### src/sclp_cfg.svh
// timing counts and field constants for the clock-enable low-power block
`ifndef SCLP_CFG_SVH
`define SCLP_CFG_SVH

`define SCLP_CLK_PERIOD_PS      4000
`define SCLP_REFRESH_CYCLE_PS   60000
// least time rounds up to whole cycles
`define SCLP_REFRESH_CYCLES ((`SCLP_REFRESH_CYCLE_PS + `SCLP_CLK_PERIOD_PS - 1) / `SCLP_CLK_PERIOD_PS)
`define SCLP_CNT_W              8
`define SCLP_NUM_BANKS          4
`define SCLP_BANK_W             2

`endif

### src/sclp_pkg.sv
// types shared by the clock-enable low-power block
package sclp_pkg;

    typedef enum logic [1:0] {
        SCLP_ACTIVE,
        SCLP_POWER_DOWN,
        SCLP_SELF_REFRESH,
        SCLP_SR_EXIT
    } sclp_mode_e;

    typedef enum logic [3:0] {
        SCLP_CMD_DESELECT,
        SCLP_CMD_NOP,
        SCLP_CMD_BURST_STOP,
        SCLP_CMD_READ,
        SCLP_CMD_WRITE,
        SCLP_CMD_ACTIVATE,
        SCLP_CMD_PRECHARGE,
        SCLP_CMD_REFRESH,
        SCLP_CMD_MODE_REG
    } sclp_cmd_e;

endpackage

### src/sclp_cmd_if.sv
// decoded command bundle passed from the decoder to the low-power control
`timescale 1ns/1ps
interface sclp_cmd_if;
    import sclp_pkg::*;
    sclp_cmd_e cmd;
    logic      is_exit_ok;
    modport src (output cmd, output is_exit_ok);
    modport dst (input cmd, input is_exit_ok);
endinterface

### src/sclp_cmd_dec.sv
// command pin decoder
`timescale 1ns/1ps
module sclp_cmd_dec
    import sclp_pkg::*;
(
    input  wire logic i_cs_n,
    input  wire logic i_ras_n,
    input  wire logic i_cas_n,
    input  wire logic i_we_n,
    sclp_cmd_if.src   cmd_out
);
    always_comb begin
        cmd_out.is_exit_ok = i_cs_n | (i_ras_n & i_cas_n & i_we_n);
        if (i_cs_n) begin
            cmd_out.cmd = SCLP_CMD_DESELECT;
        end else begin
            unique case ({i_ras_n, i_cas_n, i_we_n})
                3'b111: cmd_out.cmd = SCLP_CMD_NOP;
                3'b110: cmd_out.cmd = SCLP_CMD_BURST_STOP;
                3'b101: cmd_out.cmd = SCLP_CMD_READ;
                3'b100: cmd_out.cmd = SCLP_CMD_WRITE;
                3'b011: cmd_out.cmd = SCLP_CMD_ACTIVATE;
                3'b010: cmd_out.cmd = SCLP_CMD_PRECHARGE;
                3'b001: cmd_out.cmd = SCLP_CMD_REFRESH;
                3'b000: cmd_out.cmd = SCLP_CMD_MODE_REG;
            endcase
        end
    end
endmodule // sclp_cmd_dec

### src/sclp_lowpower_ctrl.sv
// clock-enable, power-down and self-refresh control of the dram core
`timescale 1ns/1ps
`include "sclp_cfg.svh"

// Contract
// - self-refresh exit waits refresh cycle time, then idle
// - power-down exit returns straight to idle
// - clock enable low twice: ignore commands, hold
// - clock enable high twice: normal command decode
// - rising clock enable re-enables inputs; setup before commands (o_inputs_enabled waits for active mode, past the self-refresh exit wait)
// - legality judged per bank selected
// - precharge to idle bank acts as no-op
module sclp_lowpower_ctrl
    import sclp_pkg::*;
#(
    parameter int NUM_BANKS  = `SCLP_NUM_BANKS,
    parameter int REF_CYCLES = `SCLP_REFRESH_CYCLES
) (
    input  wire logic                 i_clk_sys,
    input  wire logic                 i_nrst,
    input  wire logic                 i_clk_gate,
    input  wire logic                 i_cs_n,
    input  wire logic                 i_ras_n,
    input  wire logic                 i_cas_n,
    input  wire logic                 i_we_n,
    input  wire logic [`SCLP_BANK_W-1:0] i_bank_select_field,
    input  wire logic                 i_auto_precharge_flag,
    input  wire logic [NUM_BANKS-1:0] i_bank_idle,
    input  wire logic [NUM_BANKS-1:0] i_bank_precharging,
    output logic                      o_cmd_valid,
    output sclp_cmd_e                 o_cmd,
    output logic [NUM_BANKS-1:0]      o_precharge_banks,
    output logic                      o_power_down,
    output logic                      o_self_refresh,
    output logic                      o_inputs_enabled,
    output logic                      o_illegal
);
    //--------------------------------------------------------------
    // state
    //--------------------------------------------------------------
    typedef struct packed {
        logic                    gate_prev;
        sclp_mode_e              mode;
        logic [`SCLP_CNT_W-1:0]  cnt;
        logic                    cmd_valid;
        sclp_cmd_e               cmd;
        logic [NUM_BANKS-1:0]    pre_banks;
        logic                    illegal;
    } sclp_state_s;

    sclp_state_s st;
    sclp_state_s next_st;

    sclp_cmd_if cmd_bus ();

    sclp_cmd_dec u_dec (
        .i_cs_n  (i_cs_n),
        .i_ras_n (i_ras_n),
        .i_cas_n (i_cas_n),
        .i_we_n  (i_we_n),
        .cmd_out (cmd_bus.src)
    );

    logic                 all_idle;
    logic                 any_rw_bad;
    logic                 any_act_bad;
    sclp_cmd_e            dec_cmd;
    logic                 dec_exit_ok;
    logic [NUM_BANKS-1:0] sel_onehot;
    logic [NUM_BANKS-1:0] pre_target;
    logic [NUM_BANKS-1:0] rw_bad;
    logic [NUM_BANKS-1:0] act_bad;

    // decoded command read once here so the state logic sees plain signals
    assign dec_cmd     = cmd_bus.cmd;
    assign dec_exit_ok = cmd_bus.is_exit_ok;
    assign all_idle    = &i_bank_idle;
    assign any_rw_bad  = |rw_bad;
    assign any_act_bad = |act_bad;

    //--------------------------------------------------------------
    // per-bank selection and legality
    //--------------------------------------------------------------
    genvar b;
    generate
        for (b = 0; b < NUM_BANKS; b++) begin : g_bank
            assign sel_onehot[b] = (i_bank_select_field == `SCLP_BANK_W'(b));
            // idle or precharging bank treats precharge as a no-op
            assign pre_target[b] = (i_auto_precharge_flag | sel_onehot[b])
                                   & ~i_bank_idle[b] & ~i_bank_precharging[b];
            // only the addressed bank's own state decides legality
            assign rw_bad[b]     = sel_onehot[b] & i_bank_idle[b];
            assign act_bad[b]    = sel_onehot[b] & ~i_bank_idle[b];
        end
    endgenerate

    //--------------------------------------------------------------
    // reset value
    //--------------------------------------------------------------
    // gate_prev starts low so no command is decoded on the first edge
    localparam sclp_state_s st_reset = '{
        gate_prev: 1'b0,
        mode:      SCLP_ACTIVE,
        cnt:       '0,
        cmd_valid: 1'b0,
        cmd:       SCLP_CMD_DESELECT,
        pre_banks: '0,
        illegal:   1'b0
    };

    //--------------------------------------------------------------
    // next state
    //--------------------------------------------------------------
    always_comb begin
        next_st           = st;
        next_st.gate_prev = i_clk_gate;
        next_st.cmd_valid = 1'b0;
        next_st.cmd       = dec_cmd;
        next_st.pre_banks = '0;
        next_st.illegal   = 1'b0;
        unique case (st.mode)
            SCLP_ACTIVE: begin
                if (st.gate_prev && i_clk_gate) begin
                    // full decode only while enable stays high
                    next_st.cmd_valid = 1'b1;
                    if (dec_cmd == SCLP_CMD_PRECHARGE) begin
                        next_st.pre_banks = pre_target;
                    end
                    // global commands need every bank idle
                    if ((dec_cmd == SCLP_CMD_REFRESH ||
                         dec_cmd == SCLP_CMD_MODE_REG) && !all_idle) begin
                        next_st.illegal = 1'b1;
                    end
                    // column commands and burst stop need an open row in that bank
                    if ((dec_cmd == SCLP_CMD_READ ||
                         dec_cmd == SCLP_CMD_WRITE ||
                         dec_cmd == SCLP_CMD_BURST_STOP) && any_rw_bad) begin
                        next_st.illegal = 1'b1;
                    end
                    // a second activate to a busy bank would lose its open row
                    if (dec_cmd == SCLP_CMD_ACTIVATE && any_act_bad) begin
                        next_st.illegal = 1'b1;
                    end
                end else if (st.gate_prev && !i_clk_gate) begin
                    if (!all_idle) begin
                        next_st.illegal = 1'b1;
                    end else if (dec_exit_ok) begin
                        next_st.mode = SCLP_POWER_DOWN;
                    end else if (dec_cmd == SCLP_CMD_REFRESH) begin
                        next_st.mode = SCLP_SELF_REFRESH;
                    end else begin
                        next_st.illegal = 1'b1;
                    end
                end
                // first edge with enable back high: history not yet known, no decode
            end
            SCLP_POWER_DOWN: begin
                if (!st.gate_prev && i_clk_gate) begin
                    if (dec_exit_ok) begin
                        next_st.mode = SCLP_ACTIVE;
                    end else begin
                        next_st.illegal = 1'b1;
                    end
                end
                // low twice: hold, commands ignored
            end
            SCLP_SELF_REFRESH: begin
                if (!st.gate_prev && i_clk_gate) begin
                    if (dec_exit_ok) begin
                        next_st.mode = SCLP_SR_EXIT;
                        next_st.cnt  = `SCLP_CNT_W'(REF_CYCLES - 1);
                    end else begin
                        next_st.illegal = 1'b1;
                    end
                end
                // low twice: refresh runs on internally, commands ignored
            end
            SCLP_SR_EXIT: begin
                // commands during refresh recovery are not decoded
                if (st.cnt == '0) begin
                    next_st.mode = SCLP_ACTIVE;
                end else begin
                    next_st.cnt = st.cnt - 1'b1;
                end
            end
        endcase
    end

    //--------------------------------------------------------------
    // registers
    //--------------------------------------------------------------
    always_ff @(posedge i_clk_sys or negedge i_nrst) begin
        if (!i_nrst) begin
            st <= st_reset;
        end else begin
            st <= next_st;
        end
    end

    //--------------------------------------------------------------
    // outputs
    //--------------------------------------------------------------
    assign o_cmd_valid       = st.cmd_valid;
    assign o_cmd             = st.cmd;
    assign o_precharge_banks = st.pre_banks;
    assign o_illegal         = st.illegal;
    assign o_power_down      = (st.mode == SCLP_POWER_DOWN);
    assign o_self_refresh    = (st.mode == SCLP_SELF_REFRESH) || (st.mode == SCLP_SR_EXIT);
    // enable gates inputs combinationally in active mode; leaving low power, they return with the registered mode
    assign o_inputs_enabled  = i_clk_gate & (st.mode == SCLP_ACTIVE);

endmodule // sclp_lowpower_ctrl

### config.mk
export PLATFORM = sky130hd
export DESIGN_NAME = sclp_lowpower_ctrl
export DESIGN_NICKNAME = d
export VERILOG_FILES = /design/src/sclp_pkg.sv /design/src/sclp_cmd_if.sv /design/src/sclp_cmd_dec.sv /design/src/sclp_lowpower_ctrl.sv
export VERILOG_INCLUDE_DIRS = /design/src
export SDC_FILE = /design/constraint.sdc
export NUM_CORES = 1
export LEC_CHECK = 0
export BUFFER_PORTS_ARGS = -buffer_cell sky130_fd_sc_hd__buf_2
export CAP_MARGIN = 20
export CELL_PAD_IN_SITES_DETAIL_PLACEMENT = 1
export CELL_PAD_IN_SITES_GLOBAL_PLACEMENT = 2
export CORE_MARGIN = 2
export CORE_UTILIZATION = 32
export DETAILED_ROUTE_END_ITERATION = 10
export PLACE_DENSITY = 0.82
export SYNTH_ARGS = -nofsm -noshare
export SYNTH_HDL_FRONTEND = slang
export SYNTH_HIERARCHICAL = 1
export SYNTH_SLANG_ARGS = --single-unit
### constraint.sdc
create_clock -name i_clk_sys -period 1.9 [get_ports i_clk_sys]
set_input_delay 0.095 -clock i_clk_sys [delete_from_list [all_inputs] [get_ports i_clk_sys]]
set_output_delay 0.095 -clock i_clk_sys [all_outputs]
set_load 0.01 [all_outputs]
==> results.yml <==
floorplanning:
  die_h_um: 69.49
  initial_utilization_pct: 33.83
  core_sq_mm: 0.004058
  fp-row-count: 23
  dieWidth_um: 69.49
  io_pins: 31
  die-area_sq_mm: 0.004829
sta:
  finClkSkew_ps: 8.866
  hold_viol: 0
  drv_slew: 0
  worst_slack_ps: 43.41
  slew_headroom_pct: 68.28
  final-setup-viol-count: 0
  finalHoldWorstSlack_ps: 16.78
  finalCritPeriodShare_pct: 97.72
  tightest_slew_ps: 475.8
  fin_setup_tns_ps: 0
  period_needed_ps: 1857
  fmax_mhz: 538.6
  rsz0062_at_grt: "true"
setup_path:
  path_class: "in -> reg"
  crit_chain: "buf_8 > inv_12 > ha_4 > or2_1 > a21oi_2 > nand4b_1 > a2111o_1 > a221oi_4 > mux2_4"
  rrSetupSlack_ps: 60
  path_max_fanout: 3
  required_ps: 2050
  critical_path.max_stage_delay_ps: 480
  slowest_stage: "a2111o_1"
  critPathCaptureType: "flip-flop"
  arrival_ps: 2000
  critPathLaunchType: "input pin"
place:
  placedCellCount: 227
  preCtsSetupSlack_ps: -317.8
  io_buffers: 30
  hpwl_mm: 2.905
  place.gp.congestion: 0.7980
min_path:
  hold_class: "in -> reg"
synthesis:
  synth-seq-cells: 21
  syn-num-nets: 168
  syn_area_per_cell_sq_um: 9.666
  ys_warn_count: 6
  syn_inst: 142
  netlist_area_sq_mm: 0.001373
  synthDistinctLibCells: 47
  synth_area_leaders: "dfrtp_1, ha_1, buf_4"
  yosysSeqAreaShare_pct: 38.29
  ys.flop_type: "dfrtp_1"
  async_flop_share_pct: 100.0
  synth_top_area_cell: "dfrtp_1"
  synth_top_area_share_pct: 38.29
  synth-edff-count: 0
clock_tree:
  cts_tree: "done"
  root_buffer: "clkbuf_8"
  insertion_delay_ps: 270
  clkSinkCount: 21
  clock_path_buffers: 2
  clk_pin_slew_ps: 90
  htree_num_levels: 1
  cts_buffers: 3
final_layout:
  final_nets: 214
  n_fill_cell: 473
  seq_area_sq_um: 525.5
  drive_above_1_share_pct: 41.18
  area_growth_pct: 35.55
  stdcell_count: 237
  fin_util_pct: 45.85
  multi_input_area_sq_um: 805.8
  diodes: 0
route:
  routed_via_density: 5.198
  ant_nets: 0
  via_count: 1232
  drc: 0
  first_iter_violations: 25
  post_drt_wl_per_cell_um: 15.73
  first_pass_iters: 4
  drt-total-wl_mm: 3.727
run_status:
  status: "finished clean"
pwr:
  power_density_mw_per_mm2: 1076
  p_leak_uw: 0.0008385
  ir_drop_mv: 0.2722
grt:
  grt_remaining_overflow: 0
  grt_pass1_wl_mm: 6.210
  antenna_found_initial: 0
  grt_pass1_vias: 1374
  grtUsageTotal_pct: 15.74
  grt_max_degree: 22
job:
  maxCapViolCount: 0
## cells in the mapped netlist, types with 2 or more instances
| cell | n |
|---|---|
| a211o_1 | 2 |
| a211oi_1 | 2 |
| a21oi_1 | 10 |
| a31oi_1 | 2 |
| and4_1 | 2 |
| buf_4 | 8 |
| dfrtp_1 | 21 |
| ha_1 | 8 |
| inv_1 | 15 |
| mux2_1 | 2 |
| nand2_1 | 10 |
| nand2b_1 | 2 |
| nand3_1 | 4 |
| nor2_1 | 4 |
| nor2b_1 | 2 |
| nor3_1 | 2 |
| nor4_1 | 5 |
| o21ai_0 | 3 |
| o31ai_1 | 4 |
| or3_1 | 2 |
| or4_1 | 6 |
## area by class of cell
type / count / share of cell area, %
Multi-Input combinational cell: 95 / 43.31
Sequential cell: 21 / 28.24
Timing Repair Buffer: 52 / 18.49
Inverter: 15 / 3.968
Tap cell: 50 / 3.362
Clock buffer: 3 / 2.219
Clock inverter: 1 / 0.4035
## repair_timing
action	4_1_cts	5_1_grt
gates resized for setup	2	22
gates cloned	0	0
endpoints found under the setup margin	5	8
hold endpoints to repair	24	1
setup buffers	0	1
hold buffers	4	1
pin swaps	1	7
## critical path, delay by kind of cell
family	cells	cell delay (ps)
buf+inv	2	130
simple gates	2	370
mux	1	330
fa+ha+maj	1	140
compound gates	3	940
## path summary, 6_finish.rpt
path	startpoint	to	depth (start not counted)
worst max-delay path	i_we_n	st[19]	9
worst min-delay path	i_bank_idle[0]	o_precharge_banks[0]	2
worst max register to register	st[10]	st[17]	7
worst min register to register	st[16]	st[16]	2
max in group asynchronous	i_nrst	st[18]	2
min in group asynchronous	i_nrst	st[13]	2
## logic make-up (layout without fill, tap and decap cells)
| family | after synthesis | count (layout) | share of synthesized area [%] |
|---|---|---|---|
| AOI/OAI and AO/OA | 32 | 32 | 16.14 |
| adders and majority gates | 8 | 8 | 7.293 |
| buffers and inverters | 26 | 71 | 9.935 |
| DFF | 21 | 21 | 38.29 |
| muxes | 4 | 4 | 4.011 |
| and+or+nand+nor | 51 | 51 | 24.34 |
## cell usage in the layout (no fill, tap or decap), types with 3 or more instances in the layout
cell	netlist	layout
o31ai_1	4	4
buf_4	8	17
clkbuf_8	0	3
a21oi_1	10	9
dlygate4sd3_1	0	5
or4_1	6	5
nand3_1	4	3
nand2_1	10	10
ha_1	8	4
nor2_1	4	4
buf_2	1	28
nor4_2	0	3
inv_1	15	11
o21ai_0	3	3
dfrtp_1	21	21
## power by group
group / switching (uW) / total, uW / internal (uW)
clock: 155 / 304 / 148
combinational: 521 / 1010 / 489
sequential: 125 / 687 / 562
total: 802 / 2000 / 1200
## per-stage QoR
step,cell area (sq um),total power (uW)
after floorplan,1403,1204
after global placement,1655,1473
after detailed placement,1655,1532
after CTS,1748,1852
after global routing,1861,2154
final,1861,2001
## layer usage
layer | vias up | part of all wire (%) | global-route usage [%] | wire (um)
met5 | - | 0 | 0 | 0
met4 | 0 | 1.6 | 7.190 | 61
met3 | 6 | 1.3 | 1.017 | 50
met2 | 14 | 54 | 29.27 | 2025
met1 | 608 | 43 | 18.26 | 1590
li1 | 604 | - | - | -
## sequential cells by signal, indices dropped and copies added (netlist names)
signal and flops:
o_precharge_banks 4, st 11, o_cmd_valid 1, o_illegal 1, o_cmd 4
Note: power is estimated with default switching activity, not from simulation.
